$ cat src/hw/ebhh_defines.svh
// Timing counts and bus widths for the external bus hold handshake.
`ifndef EBHH_DEFINES_SVH
`define EBHH_DEFINES_SVH
`define EBHH_FLOAT_MIN_E 4'h2
`define EBHH_GRANT_MAX_E 4'h2
`define EBHH_DRIVE_MIN_E 4'h2
`define EBHH_DRIVE_MAX_E 4'h7
`define EBHH_DATA_W 32
`define EBHH_ADDR_W 20
`define EBHH_CE_W 4
`define EBHH_BE_W 4
`define EBHH_DIV4 2'h1
`define EBHH_DIV6 2'h2
`define EBHH_DIV4_LAST 3'h3
`define EBHH_DIV6_LAST 3'h5
`endif

$ cat src/hw/ebhh_pkg.sv
// Types for the external bus hold handshake.
package ebhh_pkg;
  typedef enum logic [2:0] {
    EBHH_OWN   = 3'b000,
    EBHH_DRAIN = 3'b001,
    EBHH_FLOAT = 3'b011,
    EBHH_HELD  = 3'b010,
    EBHH_WAKE  = 3'b110,
    EBHH_DRIVE = 3'b111
  } ebhh_state_t;
  typedef struct packed {
    logic [3:0] chip_en;
    logic [3:0] byte_enable_lines;
    logic [31:0] memory_data_lines;
    logic [19:0] memory_address_lines;
    logic [2:0] strobes;
    logic sdram_clock_enable;
    logic third_output_enable;
    logic peripheral_transfer_strobe;
  } ebhh_bus_t;
endpackage
$ cat src/hw/ebhh_hold.sv
// Hold handshake that hands the external memory bus to an outside master.
// What this block does
// - Pending memory transactions complete before grant is asserted.
// - Refusal bit set before the bus floats keeps the bus from being granted; once floated, grant still follows.
// - Float select zero keeps the memory clock toggling during hold.
// - Float select one puts the memory clock into high impedance during hold.
// - Bus floats no earlier than two interface periods after request falls.
// - Grant goes low zero to two periods after the bus floats.
// - Bus is driven again two to seven periods after request rises.
// - Grant returns high zero to two periods after bus is driven.
// - Floating clock follows the same float and resume timing as the bus.
// - Floated group covers enables, data, address, strobes, clock enable, output enable, transfer strobe.
// - Delays count periods of the selected interface clock.
`timescale 1ns/1ns
`include "ebhh_defines.svh"
module ebhh_hold (
  // Clock and reset
  input wire logic clk_i,
  input wire logic nrst_i,
  // Interface clock select: 0 external input clock, 1 CPU/4, 2 CPU/6
  input wire logic [1:0] clk_sel_i,
  input wire logic mem_clock_in_i,
  // Configuration
  input wire logic bus_release_refuse_i,
  input wire logic memclk_float_sel_i,
  // Memory interface side
  input wire logic xfer_pending_i,
  input wire ebhh_pkg::ebhh_bus_t bus_i,
  // Hold handshake pins, active low
  input wire logic ext_bus_req_n_i,
  output logic ext_bus_grant_n_o,
  // Memory bus pins
  output ebhh_pkg::ebhh_bus_t bus_o,
  output logic bus_oe_o,
  output logic mem_clock_out_o,
  output logic mem_clock_out_oe_o,
  // Status
  output logic hold_active_o
);
  ebhh_pkg::ebhh_state_t state_q;
  logic req_meta_q, req_sync_q;
  logic [2:0] div_q;
  logic tick;
  logic in_prev_q;
  logic memclk_q;
  logic [3:0] cnt_q;
  logic grant_n_q;
  logic bus_oe_q;
  logic clk_oe_q;
  ebhh_pkg::ebhh_bus_t bus_q;
  // Tick counters that only feed the timing assertions.
  logic [3:0] mon_req_ticks_q;
  logic [3:0] mon_float_ticks_q;
  logic [3:0] mon_wake_ticks_q;
  logic [3:0] mon_drive_ticks_q;

  function automatic logic [2:0] div_last(input logic [1:0] sel);
    if (sel == `EBHH_DIV4) begin
      div_last = `EBHH_DIV4_LAST;
    end else if (sel == `EBHH_DIV6) begin
      div_last = `EBHH_DIV6_LAST;
    end else begin
      div_last = 3'h0;
    end
  endfunction

  // Saturating step shared by the tick counters of the timing monitors.
  // Saturation keeps a long refusal or a long pending transfer from wrapping to a small value.
  function automatic logic [3:0] sat_inc(input logic [3:0] val);
    if (val == 4'hf) begin
      sat_inc = val;
    end else begin
      sat_inc = val + 4'h1;
    end
  endfunction

  // Request synchroniser; only the second stage is used.
  // The request comes from another master and has no fixed phase to this clock.
  // Both stages reset to the released level so that no false request follows reset.
  always_ff @(posedge clk_i) begin
    if (!nrst_i) begin
      req_meta_q <= 1'b1;
      req_sync_q <= 1'b1;
    end else begin
      req_meta_q <= ext_bus_req_n_i;
      req_sync_q <= req_meta_q;
    end
  end

  // Interface clock tick: rising edge of the external clock or the divider wrap.
  // Every handshake delay is counted in these ticks, so all limits scale with the source.
  // The external clock must run slower than half the system clock to be seen.
  always_ff @(posedge clk_i) begin
    if (!nrst_i) begin
      div_q <= 3'h0;
      in_prev_q <= 1'b0;
      memclk_q <= 1'b0;
    end else begin
      in_prev_q <= mem_clock_in_i;
      div_q <= (div_q >= div_last(clk_sel_i)) ? 3'h0 : div_q + 3'h1;
      if (tick) begin
        memclk_q <= ~memclk_q;
      end
    end
  end

  assign tick = (clk_sel_i == 2'h0) ? (mem_clock_in_i & ~in_prev_q) : (div_q == 3'h0);

  // Handshake state machine; cnt_q counts interface periods.
  always_ff @(posedge clk_i) begin
    if (!nrst_i) begin
      state_q <= ebhh_pkg::EBHH_OWN;
      cnt_q <= 4'h0;
      grant_n_q <= 1'b1;
      bus_oe_q <= 1'b1;
      clk_oe_q <= 1'b1;
    end else begin
      case (state_q)
        // The device owns the bus and waits for an accepted request.
        ebhh_pkg::EBHH_OWN: begin
          cnt_q <= 4'h0;
          if (!req_sync_q && !bus_release_refuse_i) begin
            state_q <= ebhh_pkg::EBHH_DRAIN;
          end
        end
        // Minimum delay passes and pending transfers finish before the bus floats.
        ebhh_pkg::EBHH_DRAIN: begin
          if (req_sync_q) begin
            state_q <= ebhh_pkg::EBHH_OWN;
          end else if (tick) begin
            if (cnt_q < `EBHH_FLOAT_MIN_E) begin
              cnt_q <= cnt_q + 4'h1;
            end else if (!xfer_pending_i && !bus_release_refuse_i) begin
              bus_oe_q <= 1'b0;
              clk_oe_q <= !memclk_float_sel_i;
              cnt_q <= 4'h0;
              state_q <= ebhh_pkg::EBHH_FLOAT;
            end
          end
        end
        // The bus is floated; grant follows on the next tick.
        ebhh_pkg::EBHH_FLOAT: begin
          if (tick) begin
            grant_n_q <= 1'b0;
            state_q <= ebhh_pkg::EBHH_HELD;
          end
        end
        // The outside master owns the bus until it releases its request.
        ebhh_pkg::EBHH_HELD: begin
          cnt_q <= 4'h0;
          if (req_sync_q) begin
            state_q <= ebhh_pkg::EBHH_WAKE;
          end
        end
        // The outside master may still be turning its drivers off, so wait before driving.
        ebhh_pkg::EBHH_WAKE: begin
          if (tick) begin
            if (cnt_q < `EBHH_DRIVE_MIN_E) begin
              cnt_q <= cnt_q + 4'h1;
            end else begin
              bus_oe_q <= 1'b1;
              clk_oe_q <= 1'b1;
              state_q <= ebhh_pkg::EBHH_DRIVE;
            end
          end
        end
        // The bus is driven again; grant is withdrawn on the next tick.
        ebhh_pkg::EBHH_DRIVE: begin
          if (tick) begin
            grant_n_q <= 1'b1;
            state_q <= ebhh_pkg::EBHH_OWN;
          end
        end
        default: begin
          state_q <= ebhh_pkg::EBHH_OWN;
        end
      endcase
    end
  end

  // Registered copy of the memory bus values.
  // The values keep flowing during hold; only the enable decides who drives the pins.
  always_ff @(posedge clk_i) begin
    if (!nrst_i) begin
      bus_q <= '0;
    end else begin
      bus_q <= bus_i;
    end
  end

  assign bus_o = bus_q;
  assign bus_oe_o = bus_oe_q;
  assign mem_clock_out_o = memclk_q;
  assign mem_clock_out_oe_o = clk_oe_q;
  assign ext_bus_grant_n_o = grant_n_q;
  assign hold_active_o = !grant_n_q;

  // Timing monitors. Each counter counts interface ticks inside one phase of the
  // handshake and clears outside it, so the assertions below can bound each delay
  // in interface periods rather than in system clocks.

  // Ticks since the synchronised request fell, while the bus is still driven.
  always_ff @(posedge clk_i) begin
    if (!nrst_i) begin
      mon_req_ticks_q <= 4'h0;
    end else if (req_sync_q || !bus_oe_q) begin
      mon_req_ticks_q <= 4'h0;
    end else if (tick) begin
      mon_req_ticks_q <= sat_inc(mon_req_ticks_q);
    end
  end

  // Ticks since the bus floated, while grant is still high.
  always_ff @(posedge clk_i) begin
    if (!nrst_i) begin
      mon_float_ticks_q <= 4'h0;
    end else if (bus_oe_q || !grant_n_q) begin
      mon_float_ticks_q <= 4'h0;
    end else if (tick) begin
      mon_float_ticks_q <= sat_inc(mon_float_ticks_q);
    end
  end

  // Ticks since the synchronised request rose, while the bus is still floated.
  always_ff @(posedge clk_i) begin
    if (!nrst_i) begin
      mon_wake_ticks_q <= 4'h0;
    end else if (!req_sync_q || bus_oe_q) begin
      mon_wake_ticks_q <= 4'h0;
    end else if (tick) begin
      mon_wake_ticks_q <= sat_inc(mon_wake_ticks_q);
    end
  end

  // Ticks since the bus is driven again, while grant is still low.
  always_ff @(posedge clk_i) begin
    if (!nrst_i) begin
      mon_drive_ticks_q <= 4'h0;
    end else if (!bus_oe_q || grant_n_q) begin
      mon_drive_ticks_q <= 4'h0;
    end else if (tick) begin
      mon_drive_ticks_q <= sat_inc(mon_drive_ticks_q);
    end
  end

  // Grant may only fall once the bus is floated; it may stay low briefly after the bus is driven.
  a_grant_needs_float: assert property (@(posedge clk_i) disable iff (!nrst_i)
    $fell(ext_bus_grant_n_o) |-> !bus_oe_o) else $error("grant low while bus driven");
  a_float_min_ticks: assert property (@(posedge clk_i) disable iff (!nrst_i)
    $fell(bus_oe_o) |-> mon_req_ticks_q >= (`EBHH_FLOAT_MIN_E + 4'h1)) else $error("float too soon");
  a_grant_fall_ticks: assert property (@(posedge clk_i) disable iff (!nrst_i)
    mon_float_ticks_q <= `EBHH_GRANT_MAX_E) else $error("grant late after float");
  a_drive_window_lo: assert property (@(posedge clk_i) disable iff (!nrst_i)
    $rose(bus_oe_o) |-> mon_wake_ticks_q >= (`EBHH_DRIVE_MIN_E + 4'h1)) else $error("bus driven too soon");
  a_drive_window_hi: assert property (@(posedge clk_i) disable iff (!nrst_i)
    mon_wake_ticks_q <= `EBHH_DRIVE_MAX_E) else $error("bus driven too late");
  a_grant_rise_ticks: assert property (@(posedge clk_i) disable iff (!nrst_i)
    mon_drive_ticks_q <= `EBHH_GRANT_MAX_E) else $error("grant late after drive");
  a_memclk_running: assert property (@(posedge clk_i) disable iff (!nrst_i)
    tick |=> $changed(mem_clock_out_o)) else $error("memory clock stopped");
  a_refused_stays_owned: assert property (@(posedge clk_i) disable iff (!nrst_i)
    (bus_release_refuse_i && bus_oe_o && ext_bus_grant_n_o) |=> bus_oe_o) else $error("float despite refusal");
  a_held_bus_floated: assert property (@(posedge clk_i) disable iff (!nrst_i)
    (state_q == ebhh_pkg::EBHH_HELD) |-> !bus_oe_o) else $error("bus driven during hold");
  a_clock_oe_follows: assert property (@(posedge clk_i) disable iff (!nrst_i)
    !mem_clock_out_oe_o |-> !bus_oe_o) else $error("clock floated with bus driven");
  a_drain_waits: assert property (@(posedge clk_i) disable iff (!nrst_i)
    (state_q == ebhh_pkg::EBHH_DRAIN && xfer_pending_i) |=> bus_oe_o) else $error("float during transfer");
  a_refuse_blocks_grant: assert property (@(posedge clk_i) disable iff (!nrst_i)
    (bus_release_refuse_i && ext_bus_grant_n_o) |=> ext_bus_grant_n_o) else $error("grant despite refusal");
  a_no_float_pending: assert property (@(posedge clk_i) disable iff (!nrst_i)
    $fell(bus_oe_o) |-> !$past(xfer_pending_i)) else $error("floated with pending transfer");
  a_float_not_early: assert property (@(posedge clk_i) disable iff (!nrst_i)
    $fell(req_sync_q) |-> bus_oe_o [*2]) else $error("bus floated too early");
  a_clock_keeps: assert property (@(posedge clk_i) disable iff (!nrst_i)
    ($fell(bus_oe_o) && !$past(memclk_float_sel_i)) |-> mem_clock_out_oe_o) else $error("clock floated");
  a_clock_floats: assert property (@(posedge clk_i) disable iff (!nrst_i)
    ($fell(bus_oe_o) && $past(memclk_float_sel_i)) |-> !mem_clock_out_oe_o) else $error("clock driven");
  a_clock_with_bus: assert property (@(posedge clk_i) disable iff (!nrst_i)
    $rose(bus_oe_o) |-> mem_clock_out_oe_o) else $error("clock not resumed with bus");
  a_grant_rise_after: assert property (@(posedge clk_i) disable iff (!nrst_i)
    $rose(ext_bus_grant_n_o) |-> bus_oe_o) else $error("grant released before bus driven");
  a_drive_after_req: assert property (@(posedge clk_i) disable iff (!nrst_i)
    $rose(bus_oe_o) |-> req_sync_q) else $error("bus driven while request low");
  a_sync_two_stage: assert property (@(posedge clk_i) disable iff (!nrst_i)
    req_sync_q == $past(ext_bus_req_n_i, 2) || !$past(nrst_i)) else $error("synchroniser depth");

  c_hold_granted: cover property (@(posedge clk_i) disable iff (!nrst_i) $fell(ext_bus_grant_n_o));
  c_hold_released: cover property (@(posedge clk_i) disable iff (!nrst_i) $rose(ext_bus_grant_n_o));
  c_clock_floated: cover property (@(posedge clk_i) disable iff (!nrst_i) !mem_clock_out_oe_o);
  c_request_refused: cover property (@(posedge clk_i) disable iff (!nrst_i) bus_release_refuse_i && !req_sync_q);
  c_pending_wait: cover property (@(posedge clk_i) disable iff (!nrst_i)
    state_q == ebhh_pkg::EBHH_DRAIN && xfer_pending_i);
endmodule

$ cat config.mk
export PLATFORM = sky130hd
export DESIGN_NAME = ebhh_hold
export DESIGN_NICKNAME = d
export VERILOG_FILES = /design/src/hw/ebhh_pkg.sv /design/src/hw/ebhh_hold.sv
export VERILOG_INCLUDE_DIRS = /design/src /design/src/hw
export SDC_FILE = /design/constraint.sdc
export NUM_CORES = 1
export LEC_CHECK = 0
export BUFFER_PORTS_ARGS = -buffer_cell sky130_fd_sc_hd__buf_4
export CORE_UTILIZATION = 44
export DETAILED_ROUTE_END_ITERATION = 10
export PLACE_DENSITY = 0.86
export SLEW_MARGIN = 40
export SYNTH_ARGS = -nofsm -noshare
export SYNTH_HDL_FRONTEND = slang
export SYNTH_SLANG_ARGS = --single-unit
$ cat constraint.sdc
create_clock -name clk_i -period 1.9 [get_ports clk_i]
set_input_delay 0.285 -clock clk_i [delete_from_list [all_inputs] [get_ports clk_i]]
set_output_delay 0.285 -clock clk_i [all_outputs]
set_load 0.03 [all_outputs]
======== After elaboration in Yosys (flattened, before gate mapping) ========
Index checks and enable logic that the tools add are counted.
storage, ports and cells
  flip-flop bits (word level) ............. 83
  output and inout bits ................... 71
  word-level logic and storage cells ...... 104
cells by class
  add/sub/neg operators ................... 2
  magnitude comparators ................... 2
  eq/ne operators ......................... 22
  mux-type cells .......................... 37
  bitwise gates (word level) .............. 4
  reductions and logical operators ........ 19
operators by type and width
  kind                   number
  $mux W3                13
  $mux W4                6
  $ne A2 B2 Y1 const B   11
  $pmux W3 S6            1
  $mux W1                13
  $ne A3 B3 Y1 const B   4
  $pmux W4 S3            1
  $reduce_and A9 Y1      1
  $reduce_and A7 Y1      1
  $eq A3 B2 Y1 const B   2
  $eq A3 B3 Y1 const B   2
  $logic_not A3 Y1       2
  $pmux W1 S2            3
  $reduce_and A6 Y1      1
  $logic_not A1 Y1       5
  $add A4 B1 Y4 const B  1
  $lt A4 B2 Y1 const B   1
  $reduce_bool A2 Y1     2
  $reduce_or A2 Y1       2
  $add A3 B1 Y3 const B  1
  $eq A3 B1 Y1 const B   1
  $ge A3 B3 Y1           1
  $not A1 Y1             3
  $reduce_and A3 Y1      1
  other kinds (6)        7

======== Longest topological paths before layout ========
  depth in word-level cells ............... 7
  mapped depth ............................ 7
  gate-level depth less buffers ........... 7

======== Worst setup path before layout ========
No wires, ideal clock.
  path type ............................... in2reg
  from .................................... in clk_sel_i[0]
  to ...................................... reg bus_oe_q (netlist: bus_oe_o)
  library setup time ...................... 127 ps
  arrival ................................. 1589 ps
  required time ........................... 1773 ps
  setup slack ............................. 184 ps
  cell stages on the path ................. 7
  path buffers ............................ 0
  cells stage by stage .................... inv_1 ha_1 nor3b_2 a31oi_4 nor4_4 nor2b_1 or3_1
between the ends
  longest elaborated chain between the ends .. 4
  elaborated cells on any way between the ends .. 5
ends and longest elaborated chain
  item                             line              RTL
  from (decl)                      ebhh_hold.sv:21   input wire logic [1:0] clk_sel_i,
  $logic_not A2 Y1 (*)             ebhh_hold.sv:107  assign tick = (clk_sel_i == 2'h0) ? (mem_clock_in_i & ~in_prev_q) : (div_q == 3'h0);
  $mux W1 (*)                      ebhh_hold.sv:107
  $ne A2 B2 Y1 (no line)           n/a
  $reduce_and A7 Y1 (no line) (*)  n/a
  to (signal assigned)             ebhh_hold.sv:115  bus_oe_q <= 1'b1;
  to (signal assigned)             ebhh_hold.sv:134  bus_oe_q <= 1'b0;
  to (signal assigned)             ebhh_hold.sv:161  bus_oe_q <= 1'b1;
  to (decl)                        ebhh_hold.sv:48   logic bus_oe_q;
Mark *: on every way between the ends. The rest lies on a longest branch, timed or not.
A chain may end at the register's enable or synchronous reset.

======== Worst setup path after layout ========
  from .................................... reg div_q[0]
  to ...................................... reg clk_oe_q (netlist: mem_clock_out_oe_o)
between the ends
  longest elaborated chain between the ends .. 4
  elaborated cells on any way between the ends .. 5
ends and longest elaborated chain
  item                             line              RTL
  from (decl)                      ebhh_hold.sv:42   logic [2:0] div_q;
  from (signal assigned)           ebhh_hold.sv:100  div_q <= (div_q >= div_last(clk_sel_i)) ? 3'h0 : div_q + 3'h1;
  $logic_not A3 Y1 (*)             ebhh_hold.sv:107
  $mux W1 (*)                      ebhh_hold.sv:107
  $ne A2 B2 Y1 (no line)           n/a
  $reduce_and A7 Y1 (no line) (*)  n/a
  to (signal assigned)             ebhh_hold.sv:135  clk_oe_q <= !memclk_float_sel_i;
  to (decl)                        ebhh_hold.sv:49   logic clk_oe_q;
Marks and branches as above.

==> flow_metrics.tcl <==
set metrics [dict create \
    cp_slowest_cell "dfxtp_1" \
    clockRootBuffer "clkbuf_8" \
    cts_setup_buffers 0 \
    stdcell_area_um2 4160 \
    netlist_instances 252 \
    critPathRequiredTime_ns 2.12 \
    setup_viol 0 \
    cpPeakStageDelay_ns 0.36 \
    ys_ff_latch 83 \
    internal-power_mw 2.78 \
    cts.clk_slew.worst_paths_ns 0.09 \
    synthFlopType "dfxtp_1" \
    antenna_found_initial 0 \
    power.density_nw_per_um2 926 \
    diodes 0 \
    grt_overflow 0 \
    grt_pass1_vias 2199 \
    ys_async_sr_fraction 0 \
    fillers 453 \
    p_clk_frac 0.339 \
    crit_fanout 9 \
    leakage_nw 1.96 \
    detail_route.iter0.violations 65 \
    period_share 0.925 \
    worstSetupStartpointType "flip-flop" \
    cts_tree "done" \
    cts_buffers 9 \
    dieHeight_um 81.4 \
    yosys_warnings 0 \
    syn_avg_cell_area_um2 11.0 \
    worstPathCellList "inv_1, ha_1, nor3b_4, a31oi_4, nor4_4, buf_4, nor3_1, o21ai_0" \
    synth_edf_count 0 \
    rsz0062_at_grt "false" \
    reg2reg_depth 8 \
    io_pins 146 \
    area_growth_pct 49.7 \
    period_minus_slack_ns 1.76 \
    place.gp.congestion 0.886 \
    switchingPower_mw 1.06 \
    tns_ns 0 \
    place_area_um2 3930 \
    fin_cells 480 \
    via_count 2240 \
    maxSlewHeadroom 0.679 \
    yosysSeqAreaShare 0.598 \
    dp_hpwl_um 4800 \
    swShare 0.276 \
    cts.sinks 83 \
    hold_path.class "in2reg" \
    clk_latency_ns 0.34 \
    clockBufferDepth 2 \
    htree_levels 3 \
    fin_worst_skew_ns 0.00483 \
    drv_cap 0 \
    worstMarginPinSlew_ns 0.481 \
    r2r-start "div_q[0]$_SDFF_PP0_" \
    vdd_drop_max_uv 716 \
    die_w_um 81.4 \
    drive_gt1_frac 0.427 \
    syn_nets 336 \
    whs_ns 0.124 \
    hold_violations 0 \
    synth_cell_types 43 \
    drc 0 \
    finalPower_mw 3.85 \
    mostFrequentLayoutCell "buf_4" \
    critPathCaptureType "flip-flop" \
    fp.coreArea_um2 5990 \
    path_class "reg2reg" \
    worst_ep_arrival_time_ns 1.98 \
    drtAntennaViolNets 0 \
    rr_endpoint "mem_clock_out_oe_o$_SDFFE_PN1P_" \
    grt_first_pass_wirelength_um 9740 \
    rows 28 \
    vias_per_cell 4.67 \
    max_freq_mhz 569 \
    drt-total-wl_um 6250 \
    grt_usage 0.198 \
    grt_max_degree 41 \
    initial_utilization 0.463 \
    crit_path_end "mem_clock_out_oe_o$_SDFFE_PN1P_" \
    portBuffers 145 \
    comb_power_share 0.173 \
    final_cell_mix "148 x buf_4, 83 x dfxtp_1, 67 x and2_1" \
    first_pass_iters 4 \
    die_area_um2 6630 \
    startpoint "div_q[0]$_SDFF_PP0_" \
    final_nets 484 \
    seq_power_share 0.488 \
    avgRoutedWirePerCell_um 13.0 \
    dp_cells 464 \
    syn_area_um2 2780 \
    slew_viol_final 0 \
    status "finished, final reports clean" \
    ff2ff_setup_slack_ns 0.14 \
]
power by group through the flow:
stage / clock, mW / sequential (mW) / combinational (mW)
2_1_floorplan: 0 / 2.07 / 0.220
3_3_place_gp: 0 / 1.91 / 0.644
3_5_place_dp: 0 / 1.92 / 0.662
4_1_cts: 1.33 / 1.88 / 0.665
5_1_grt: 1.40 / 1.89 / 0.717
6_report: 1.30 / 1.88 / 0.667
cells by family after synthesis:
group	Yosys count	synth area share
flops	83	0.598
simple gates	108	0.237
fa+ha+maj	9	0.0406
buf+inv	23	0.0333
mux	1	0.00361
compound gates	26	0.0807
xor+xnor	2	0.00631
worst min path at each step:
stage                     slack (ns)  cells past startpoint                    end                   from
after floorplan                 0.39                      1  req_sync_q$_SDFF_PN1_  req_meta_q$_SDFF_PN1_
after global placement          0.40                      1  req_sync_q$_SDFF_PN1_  req_meta_q$_SDFF_PN1_
after detailed placement        0.39                      1  req_sync_q$_SDFF_PN1_  req_meta_q$_SDFF_PN1_
after CTS                       0.11                      2  req_meta_q$_SDFF_PN1_        ext_bus_req_n_i
after global routing            0.11                      2  req_meta_q$_SDFF_PN1_        ext_bus_req_n_i
final                           0.12                      2  req_meta_q$_SDFF_PN1_        ext_bus_req_n_i
registers in the layout, indices dropped and copies added (netlist names):
register,count
bus_oe_o,1
bus_o,66
cnt_q,4
state_q,3
req_sync_q,1
mem_clock_out_oe_o,1
mem_clock_out_o,1
div_q,3
in_prev_q,1
req_meta_q,1
ext_bus_grant_n_o,1
worst max-delay path: cells and delay by family, from the launching register on:
| family | cells | cell delay [ns] |
|---|---|---|
| and+or+nand+nor | 3 | 0.41 |
| DFF | 1 | 0.36 |
| buffers and inverters | 2 | 0.22 |
| AOI/OAI and AO/OA | 2 | 0.44 |
| adders and majority gates | 1 | 0.20 |
repair_timing:
action	4_1_cts	5_1_grt
endpoints found under the setup margin	0	2
endpoints found under the hold margin	0	0
hold buffers	0	0
resized for setup	0	2
area by class of cell:
class	instances	area, um^2	area share
Sequential cell	83	1660	0.400
Timing Repair Buffer	148	1110	0.267
Multi-Input combinational cell	146	1040	0.249
Clock buffer	9	124	0.0298
Tap cell	75	93.8	0.0226
Clock inverter	7	83.8	0.0202
Inverter	12	45.0	0.0108
cells in the mapped netlist, drive strengths merged (2+ instances only):
library cell	n	area share
dfxtp	83	0.60
and2	67	0.15
inv	12	0.016
nor2	12	0.017
ha	9	0.041
clkbuf	8	0.011
nor3	7	0.017
nand2	5	0.0068
o21ai	5	0.0090
nand2b	4	0.0090
a21oi	3	0.0068
a31oi	3	0.012
buf	3	0.0063
nor2b	3	0.0068
a211oi	2	0.0072
a311oi	2	0.0063
nand3	2	0.0036
or2	2	0.0045
or3	2	0.0045
metal layers:
layer / GRT usage / share of wire / vias up
met1: 0.196 / 0.36 / 1009
met3: 0.0944 / 0.097 / 16
met2: 0.358 / 0.52 / 105
met5: 0 / 0 / -
met4: 0.0732 / 0.025 / 0
li1: - / - / 1110
through the flow:
step / setup slack, ns / util
after global placement: 0.128 / 0.657
after CTS: 0.144 / 0.691
after detailed placement: 0.0665 / 0.657
after floorplan: 0.184 / -
after global routing: 0.00465 / 0.694
final: 0.143 / 0.694
No activity file was read; power rests on OpenSTA's default activity.
